<file path="src/verilog/fpec_cfg.svh">
// Offsets, bit positions, reset values and address map of the flash control
`ifndef FPEC_CFG_SVH
`define FPEC_CFG_SVH
`define FPEC_OFF_CTRL   12'h000
`define FPEC_OFF_ADDR   12'h004
`define FPEC_OFF_PROT   12'h008
`define FPEC_OFF_STAT   12'h00C
`define FPEC_B_PGM      0
`define FPEC_B_ERASE    1
`define FPEC_B_MARGIN_SELECT     2
`define FPEC_B_HV       3
`define FPEC_B_SZLO     4
`define FPEC_B_SZHI     5
`define FPEC_B_DIVLO    6
`define FPEC_B_DIVHI    7
`define FPEC_CTRL_RST   8'h00
`define FPEC_PROT_RST   4'h0
`define FPEC_A1_LO      16'h8000
`define FPEC_A1_MAIN_HI 16'hFDFF
`define FPEC_A1_VEC_LO  16'hFFDE
`define FPEC_A1_BYTES   32290
`define FPEC_A1_ROWLAST 511
`define FPEC_A2_LO      16'h3E00
`define FPEC_A2_HI      16'h7FFF
`define FPEC_A2_BYTES   16896
`define FPEC_A2_ROWLAST 263
`define FPEC_HALF_MASK  16'h3FFF
`define FPEC_OCT_MASK   16'h01FF
`define FPEC_ROW_MASK   16'h003F
`define FPEC_PAGE_MASK  16'h0007
`define FPEC_PROT_B3    16'hC000
`define FPEC_PROT_B2    16'hA000
`define FPEC_PROT_B1    16'h9000
`define FPEC_PROT_B0    16'h8000
`endif

</file>
<file path="src/verilog/fpec_pkg.sv">
// Types shared by the flash control logic
`default_nettype none
package fpec_pkg;
    typedef logic [15:0] fpec_addr_t;
    typedef enum logic [1:0] {
        FPEC_SZ_FULL = 2'b00,
        FPEC_SZ_HALF = 2'b01,
        FPEC_SZ_OCT  = 2'b10,
        FPEC_SZ_ROW  = 2'b11
    } fpec_size_e;
endpackage : fpec_pkg
`default_nettype wire

</file>
<file path="src/verilog/fpec_ctrl.sv">
// Flash program/erase control register, interlocks and target latch
// Summary of operation
// - Array reads give 0 for erased bits, 1 for programmed bits.
// - Rows hold 8 pages of 8 bytes, 64 bytes per row.
// - One program operation writes one 8-byte page.
// - Erase never covers less than one whole 64-byte row.
// - First array holds 32290 bytes in rows 0 to 511.
// - Second array holds 16,896 bytes in rows 0 to 263.
// - Low divide bit picks pump clock divide; high bit does nothing.
// - Erase size: full array, half, eight rows, or one row.
// - Array write in erase setup latches the block; full takes any address.
// - High voltage set only while program or erase is selected.
// - Margin refused while high voltage on; cleared when it turns on.
// - Program and erase select never both one; such a write fails.
// - Protected target range clears the select bit, blocking high voltage.
`timescale 1ns/1ps
`default_nettype none
`include "fpec_cfg.svh"
module fpec_ctrl
    import fpec_pkg::*;
(
    // Clock and reset
    input  wire logic        mclk_i,
    input  wire logic        srst_i,
    // APB slave
    input  wire logic        psel_i,
    input  wire logic        penable_i,
    input  wire logic        pwrite_i,
    input  wire logic [11:0] paddr_i,
    input  wire logic [31:0] pwdata_i,
    input  wire logic [3:0]  pstrb_i,
    output logic [31:0]      prdata_o,
    output logic             pready_o,
    output logic             pslverr_o,
    // Processor writes and reads into the array
    input  wire logic        aw_i,
    input  wire logic [15:0] aw_addr_i,
    input  wire logic [7:0]  aw_data_i,
    input  wire logic        ar_i,
    input  wire logic [7:0]  cell_erased_i,
    output logic [7:0]       arr_rdata_o,
    // Array and pump controls
    output logic             hv_on_o,
    output logic             pump_div_low_o,
    output logic [1:0]       erase_size_o,
    output logic             erase_mode_o,
    output logic             prog_mode_o,
    output logic             margin_o,
    output logic [15:0]      target_addr_o,
    output logic             target_valid_o,
    output logic [8:0]       target_row_o,
    output logic [63:0]      page_data_o,
    output logic [7:0]       page_mask_o
);

    logic [7:0]  ctrl_q;
    logic [3:0]  prot_q;
    logic [15:0] tgt_q;
    logic        tgt_v_q;
    logic [7:0]  page_buf_q [8];
    logic [7:0]  mask_q;
    logic [7:0]  rdata_q;
    logic [31:0] prdata_q;
    logic        err_q;

    // Address in the first array: main area or vector area
    function automatic logic in_a1(input fpec_addr_t a);
        in_a1 = (a >= `FPEC_A1_LO && a <= `FPEC_A1_MAIN_HI) || (a >= `FPEC_A1_VEC_LO);
    endfunction : in_a1

    // Second array answers to its own control register, never latched here
    function automatic logic in_a2(input fpec_addr_t a);
        in_a2 = (a >= `FPEC_A2_LO && a <= `FPEC_A2_HI);
    endfunction : in_a2

    // Lowest protect base among set bits; bit 0 reaches furthest down
    function automatic fpec_addr_t prot_base(input logic [3:0] p);
        if (p[0])
            prot_base = `FPEC_PROT_B0;
        else if (p[1])
            prot_base = `FPEC_PROT_B1;
        else if (p[2])
            prot_base = `FPEC_PROT_B2;
        else
            prot_base = `FPEC_PROT_B3;
    endfunction : prot_base

    // Protected ranges all run to the top, so only the range end matters
    function automatic logic prot_hit(input fpec_addr_t e, input logic [3:0] p);
        prot_hit = (|p) && (e >= prot_base(p));
    endfunction : prot_hit

    // Erase block base from the size field
    function automatic fpec_addr_t blk_base(input fpec_addr_t a, input logic [1:0] s);
        case (fpec_size_e'(s))
            FPEC_SZ_FULL: blk_base = `FPEC_A1_LO;
            FPEC_SZ_HALF: blk_base = a & ~`FPEC_HALF_MASK;
            FPEC_SZ_OCT:  blk_base = a & ~`FPEC_OCT_MASK;
            default:      blk_base = a & ~`FPEC_ROW_MASK;
        endcase
    endfunction : blk_base

    // Last byte of the erase block
    function automatic fpec_addr_t blk_end(input fpec_addr_t a, input logic [1:0] s);
        case (fpec_size_e'(s))
            FPEC_SZ_FULL: blk_end = 16'hFFFF;
            FPEC_SZ_HALF: blk_end = a | `FPEC_HALF_MASK;
            FPEC_SZ_OCT:  blk_end = a | `FPEC_OCT_MASK;
            default:      blk_end = a | `FPEC_ROW_MASK;
        endcase
    endfunction : blk_end

    // Bus decode; zero-wait slave, answer stands in the access cycle
    logic sel_ctrl;
    logic sel_addr;
    logic sel_prot;
    logic sel_stat;
    logic mapped;
    logic wr_acc;
    assign sel_ctrl = (paddr_i == `FPEC_OFF_CTRL);
    assign sel_addr = (paddr_i == `FPEC_OFF_ADDR);
    assign sel_prot = (paddr_i == `FPEC_OFF_PROT);
    assign sel_stat = (paddr_i == `FPEC_OFF_STAT);
    assign mapped   = sel_ctrl | sel_addr | sel_prot | sel_stat;
    assign wr_acc   = psel_i & penable_i & pwrite_i & mapped & pstrb_i[0];

    // Control byte write decode and interlocks
    logic [7:0] wd;
    logic       wr_ctrl;
    logic       both_sel;
    logic       pgm_w;
    logic       ers_w;
    logic       hv_w;
    logic       margin_select_w;
    assign wd       = pwdata_i[7:0];
    assign wr_ctrl  = wr_acc & sel_ctrl;
    assign both_sel = wd[`FPEC_B_PGM] & wd[`FPEC_B_ERASE];
    // A write asking for both keeps the old selects untouched
    assign pgm_w    = both_sel ? ctrl_q[`FPEC_B_PGM] : wd[`FPEC_B_PGM];
    assign ers_w    = both_sel ? ctrl_q[`FPEC_B_ERASE] : wd[`FPEC_B_ERASE];
    // Select must already be held before this write
    assign hv_w     = wd[`FPEC_B_HV] & (ctrl_q[`FPEC_B_PGM] | ctrl_q[`FPEC_B_ERASE]);
    assign margin_select_w   = wd[`FPEC_B_MARGIN_SELECT] & ~ctrl_q[`FPEC_B_HV] & ~hv_w;

    // Array write acceptance; only while high voltage is still off
    logic       arr_wr;
    logic       hit_ers;
    logic       hit_pgm;
    fpec_addr_t ebase;
    fpec_addr_t pbase;
    assign arr_wr  = aw_i & in_a1(aw_addr_i) & ~in_a2(aw_addr_i) & ~ctrl_q[`FPEC_B_HV];
    assign ebase   = blk_base(aw_addr_i, ctrl_q[`FPEC_B_SZHI:`FPEC_B_SZLO]);
    assign pbase   = aw_addr_i & ~`FPEC_PAGE_MASK;
    assign hit_ers = arr_wr & ctrl_q[`FPEC_B_ERASE]
                   & prot_hit(blk_end(ebase, ctrl_q[`FPEC_B_SZHI:`FPEC_B_SZLO]), prot_q);
    assign hit_pgm = arr_wr & ctrl_q[`FPEC_B_PGM] & prot_hit(pbase | `FPEC_PAGE_MASK, prot_q);

    // Control register; protection clear overrides a same-cycle write
    always_ff @(posedge mclk_i)
    begin
        if (srst_i)
            ctrl_q <= `FPEC_CTRL_RST;
        else
        begin
            if (wr_ctrl)
            begin
                ctrl_q[`FPEC_B_DIVHI]                <= wd[`FPEC_B_DIVHI];
                ctrl_q[`FPEC_B_DIVLO]                <= wd[`FPEC_B_DIVLO];
                ctrl_q[`FPEC_B_SZHI:`FPEC_B_SZLO]    <= wd[`FPEC_B_SZHI:`FPEC_B_SZLO];
                // A protection hit in the same cycle also blocks the pump
                ctrl_q[`FPEC_B_HV]                   <= hv_w & ~hit_ers & ~hit_pgm;
                ctrl_q[`FPEC_B_MARGIN_SELECT]                 <= margin_select_w;
                ctrl_q[`FPEC_B_ERASE]                <= ers_w;
                ctrl_q[`FPEC_B_PGM]                  <= pgm_w;
            end
            else if (ctrl_q[`FPEC_B_HV])
                ctrl_q[`FPEC_B_MARGIN_SELECT] <= 1'b0;
            if (hit_ers)
                ctrl_q[`FPEC_B_ERASE] <= 1'b0;
            if (hit_pgm)
                ctrl_q[`FPEC_B_PGM] <= 1'b0;
        end
    end

    // Protect register, software owned
    always_ff @(posedge mclk_i)
    begin
        if (srst_i)
            prot_q <= `FPEC_PROT_RST;
        else if (wr_acc & sel_prot)
            prot_q <= pwdata_i[3:0];
    end

    // Target latch; dropped once neither mode is selected
    always_ff @(posedge mclk_i)
    begin
        if (srst_i)
        begin
            tgt_q   <= 16'h0000;
            tgt_v_q <= 1'b0;
        end
        else if (~ctrl_q[`FPEC_B_PGM] & ~ctrl_q[`FPEC_B_ERASE])
            tgt_v_q <= 1'b0;
        else if (arr_wr & ctrl_q[`FPEC_B_ERASE] & ~hit_ers)
        begin
            tgt_q   <= ebase;
            tgt_v_q <= 1'b1;
        end
        else if (arr_wr & ctrl_q[`FPEC_B_PGM] & ~hit_pgm)
        begin
            tgt_q   <= pbase;
            tgt_v_q <= 1'b1;
        end
    end

    // Page buffer; a write to another page restarts the buffer
    always_ff @(posedge mclk_i)
    begin
        if (srst_i | ~ctrl_q[`FPEC_B_PGM])
            mask_q <= 8'h00;
        else if (arr_wr & ~hit_pgm)
        begin
            if (tgt_v_q && tgt_q != pbase)
                mask_q <= 8'h01 << aw_addr_i[2:0];
            else
                mask_q[aw_addr_i[2:0]] <= 1'b1;
        end
    end

    // Page bytes; no reset needed, the mask qualifies them
    always_ff @(posedge mclk_i)
    begin
        if (arr_wr & ctrl_q[`FPEC_B_PGM] & ~hit_pgm)
            page_buf_q[aw_addr_i[2:0]] <= aw_data_i;
    end

    // Array read data; sense high means erased cell
    always_ff @(posedge mclk_i)
    begin
        if (srst_i)
            rdata_q <= 8'h00;
        else if (ar_i)
            rdata_q <= ~cell_erased_i;
    end

    // Read data prepared in the setup cycle so it comes from flops
    always_ff @(posedge mclk_i)
    begin
        if (srst_i)
        begin
            prdata_q <= 32'h0000_0000;
            err_q    <= 1'b0;
        end
        else if (psel_i & ~penable_i)
        begin
            err_q <= ~mapped;
            if (sel_ctrl)
                prdata_q <= {24'h00_0000, ctrl_q};
            else if (sel_addr)
                prdata_q <= {16'h0000, tgt_q};
            else if (sel_prot)
                prdata_q <= {28'h000_0000, prot_q};
            else if (sel_stat)
                prdata_q <= {16'h0000, mask_q, 5'h00, ctrl_q[`FPEC_B_HV], |mask_q, tgt_v_q};
            else
                prdata_q <= 32'h0000_0000;
        end
    end

    // Outputs
    assign prdata_o       = prdata_q;
    assign pready_o       = 1'b1;
    assign pslverr_o      = psel_i & penable_i & err_q;
    assign arr_rdata_o    = rdata_q;
    assign hv_on_o        = ctrl_q[`FPEC_B_HV];
    assign pump_div_low_o = ctrl_q[`FPEC_B_DIVLO];
    assign erase_size_o   = ctrl_q[`FPEC_B_SZHI:`FPEC_B_SZLO];
    assign erase_mode_o   = ctrl_q[`FPEC_B_ERASE];
    assign prog_mode_o    = ctrl_q[`FPEC_B_PGM];
    assign margin_o       = ctrl_q[`FPEC_B_MARGIN_SELECT];
    assign target_addr_o  = tgt_q;
    assign target_valid_o = tgt_v_q;
    // Row index within the first array, 64 bytes a row
    assign target_row_o   = 9'(16'(tgt_q - `FPEC_A1_LO) >> 6);
    assign page_mask_o    = mask_q;
    for (genvar g = 0; g < 8; g++)
    begin : g_page
        assign page_data_o[g*8 +: 8] = page_buf_q[g];
    end
endmodule : fpec_ctrl
`default_nettype wire

</file>
<file path="config.mk">
export PLATFORM = sky130hd
export DESIGN_NAME = fpec_ctrl
export DESIGN_NICKNAME = d
export VERILOG_FILES = /design/src/verilog/fpec_pkg.sv /design/src/verilog/fpec_ctrl.sv
export VERILOG_INCLUDE_DIRS = /design/src /design/src/verilog
export SDC_FILE = /design/constraint.sdc
export NUM_CORES = 1
export LEC_CHECK = 0
export BUFFER_PORTS_ARGS = -buffer_cell sky130_fd_sc_hd__buf_2
export CAP_MARGIN = 20
export CORE_ASPECT_RATIO = 0.9
export CORE_UTILIZATION = 35
export CTS_BUF_LIST = sky130_fd_sc_hd__clkbuf_4 sky130_fd_sc_hd__clkbuf_8
export DETAILED_ROUTE_END_ITERATION = 16
export PLACE_DENSITY = 0.73
export SLEW_MARGIN = 40
export SYNTH_ARGS = -nofsm -noshare
export SYNTH_HDL_FRONTEND = slang
export SYNTH_SLANG_ARGS = --single-unit
</file>
<file path="constraint.sdc">
create_clock -name mclk_i -period 3.8 [get_ports mclk_i]
set_input_delay 0.38 -clock mclk_i [delete_from_list [all_inputs] [get_ports mclk_i]]
set_output_delay 0.38 -clock mclk_i [all_outputs]
set_load 0.02 [all_outputs]
</file>
==> impl_results.md <==
- Routed wire per std cell: 15.4 um
- Total negative setup slack: 0 ns
- Main synth FF type: edfxtp_1
- F_max: 331 MHz
- Total setup buffers inserted after CTS: 0
- #FFs+latches synth: 123
- Via count: 3,991
- H-tree depth: 4
- Port Buf Inserts: 186
- Clock sink count: between 100 and 150
- Final hold viol count: 0
- Max IR drop VDD: 0.000268 V
- Multi-input gate area: between 0.0015 and 0.002 mm2
- CTS tree: yes
- Crit-path max FO: 8
- Power per cell area: 415 mW/mm2
- Critical Path Sink Type: flop
- Cell area after synthesis: 0.00528 mm2
- Clk slew on worst S/H paths: 0.08 ns
- CP Cell Sequence: or3_1, ha_1, a21oi_1, o21ai_1, a2111oi_4, nand3_1, nor2_1
- Leak pwr: 2.79 nW
- Initial Util: 0.359
- Area contributors post-synth: edfxtp_1 (36%), dfxtp_1 (22%), mux2i_1 (4.9%)
- Site Rows: 42
- Synth unique cells: 56
- Worst Hold Path EP: arr_rdata_o[7]
- CTS buffer count: 17
- CTS Buffer Depth: 2
- Largest net degree at the start of global routing: between 40 and 50
- Buf/Inv on CP: 0
- Sequential cell area fraction in the yosys report: 0.587
- FF-to-FF Start: prot_q[0]
- Area growth syn-to-layout: 25.8%
- Worst endpoint required time: 3.86 ns
- WS Path Type: flop to flop
- Final min period: 3.02 ns
- Post-synth ARST share: 0
- GRT overflow: 0
- Area after DPL: 0.00622 mm2
- HPWL after DPL: 9.46 mm
- Final WL: 12.9 mm
- Routability cong.: 0.872
- Worst hold slack: 0.120 ns
- Total number of yosys warnings: 0
- Initial DRC count: between 300 and 400
- Worst Reg-to-Reg Cells: 7
- DIE HEIGHT: between 100 and 150 um
- Latest clock arrival within the worst-skew pair: 0.43 ns
- Sequential Area: around 0.0031 mm2
- Slew @ Worst Pin: slightly above 0.8 ns
- Cell type with the highest aggregate area in the netlist: edfxtp_1
- Hold Startpoint: cell_erased_i[7]
- Ports: 234
- Hold buffers post-CTS: 0
- R2r setup slk: 0.78 ns
- CTS root buffer: clkbuf_8
- Max-cap viol count: 0
- EDFF count, synth: 64
- Worst EP arrival: 3.08 ns
- Critical-path cell with the highest stage delay: nor2_1
- Status: finished, final reports clean
- CTS resizes: 0
- CORE AREA: about 0.015 mm2
- Die Width: 132 um
- Delay-heaviest family, CP: simple AND/OR/NAND/NOR gates
- First-pass GRT wire length: 19.9 mm
- Period utilization: 0.796
- Layout cells sized above 1: 0.395
- Gr usage total: 0.168
- Vias/cell: roughly 4.8
- Post-Synthesis Cells: 451
- Relative slew margins: 0.453
- Synth top area share: 0.364
- Slew Limit Fails: 0
- Slowest Stage Delay on Critical Path: roughly 0.58 ns
- Antenna violations before repair: 1
- Final setup violating endpoints: 0
- Fin area: approximately 0.0066 mm2
- List of most frequent post-synthesis cells: edfxtp_1 (64), dfxtp_1 (59), nor2_1 (43)
- Unrepaired setup endpoints after global routing: false
- Critical Path Source Type: flop
- Hold path depth: 2
- Dominant cell by count in the synthesized netlist: edfxtp_1
- DRT Pass-1 Iters: 4
- Hold Path Class: primary input to flop
- Vias in the first global route: 3,629
- DR DRC count: 0
- Synth Area per Inst: between 10 and 15 um2
- Nets: 714
- Final ANT Viol Nets: 0
- Fill cell count: around 1,400
- R2R Path End: page_buf_q[3][2]
- Die footprint: 0.0156 mm2
- Post-Route Skew: 0.00936 ns
## placed cells by master, fill, tap and decap left out, types with 3 or more instances in the layout
master,n
nand2b_1,6
nor3_1,6
inv_6,4
o21ai_1,8
conb_1,20
clkbuf_8,17
mux2i_1,26
nand3_1,9
nand4_1,6
bufinv_16,3
o311ai_1,8
nand4b_1,3
xnor2_1,9
buf_4,6
and3_1,3
a22oi_1,10
mux2_2,9
edfxtp_1,64
o211ai_1,4
a211oi_1,11
xor2_1,4
nand2_1,30
a21oi_1,12
ha_1,4
nor4_1,8
inv_1,12
dfxtp_1,59
buf_2,186
nor3_2,5
clkinv_4,4
nor2_1,42
## metal layers
metal	up-vias	global-route usage	routed length [um]
li1	1952	-	-
met2	225	0.271	6030
met5	-	0	0
met4	0	0.0661	129
met1	1804	0.209	5600
met3	10	0.0511	1090
## flip-flops by register name, indices dropped and copies added, names as in the netlist
signal,flops
arr_rdata_o,8
ctrl_q,8
err_q,1
page_buf_q,64
page_mask_o,8
prdata_o,16
prot_q,4
target_addr_o,13
target_valid_o,1
## per-stage QoR
| stage | setup slack, ns | util | power (mW) | std cells |
|---|---|---|---|---|
| after floorplan | 1.03 | - | 1.53 | 469 |
| final | 0.775 | 0.452 | 2.76 | 835 |
| after global placement | 0.861 | 0.423 | 1.58 | 802 |
| after global routing | 0.516 | 0.452 | 2.86 | 835 |
| after detailed placement | 0.803 | 0.423 | 1.59 | 802 |
| after CTS | 0.768 | 0.452 | 2.79 | 834 |
## report_power, final
part           total [mW]  internal [mW]  switching [mW]  leakage [nW]
Clock                1.21          0.661           0.545         0.211
Sequential           1.40           1.40         0.00308          1.05
Combinational       0.153         0.0495           0.104          1.52
## logic make-up (layout without fill, tap and decap cells)
logic type,Yosys count,in the layout,share of synthesized area
other,2,21,0.00142
buffers and inverters,69,236,0.0753
AND/OR/NAND/NOR,134,134,0.135
flip-flops,123,123,0.587
multiplexers,35,35,0.0684
XOR/XNOR,13,13,0.0215
adder cells (fa/ha/maj),4,4,0.00947
AO/OA/AOI/OAI,71,71,0.102
## worst max-delay path by stage
| stage | start | end | slack (ns) | cells after the start |
|---|---|---|---|---|
| 3_3_place_gp | prot_q[0] | page_buf_q[4][7] | 0.86 | 7 |
| 5_1_grt | prot_q[0] | page_buf_q[3][2] | 0.52 | 7 |
| 4_1_cts | prot_q[0] | page_buf_q[3][1] | 0.77 | 7 |
| 6_report | prot_q[0] | page_buf_q[3][2] | 0.78 | 7 |
| 3_5_place_dp | prot_q[0] | page_buf_q[3][2] | 0.80 | 7 |
| 2_1_floorplan | prot_q[0] | page_buf_q[0][0] | 1.03 | 8 |
## layout make-up
cell class              instances  area share
diodes                          1    0.000376
clock buffers                  17      0.0352
clock inverters                15      0.0282
inverters                      12     0.00677
multi-input cells             277       0.279
flip-flops and latches        123       0.467
well taps                     198      0.0373
repair buffers                192       0.147
Power figures use the tool's default switching activity.
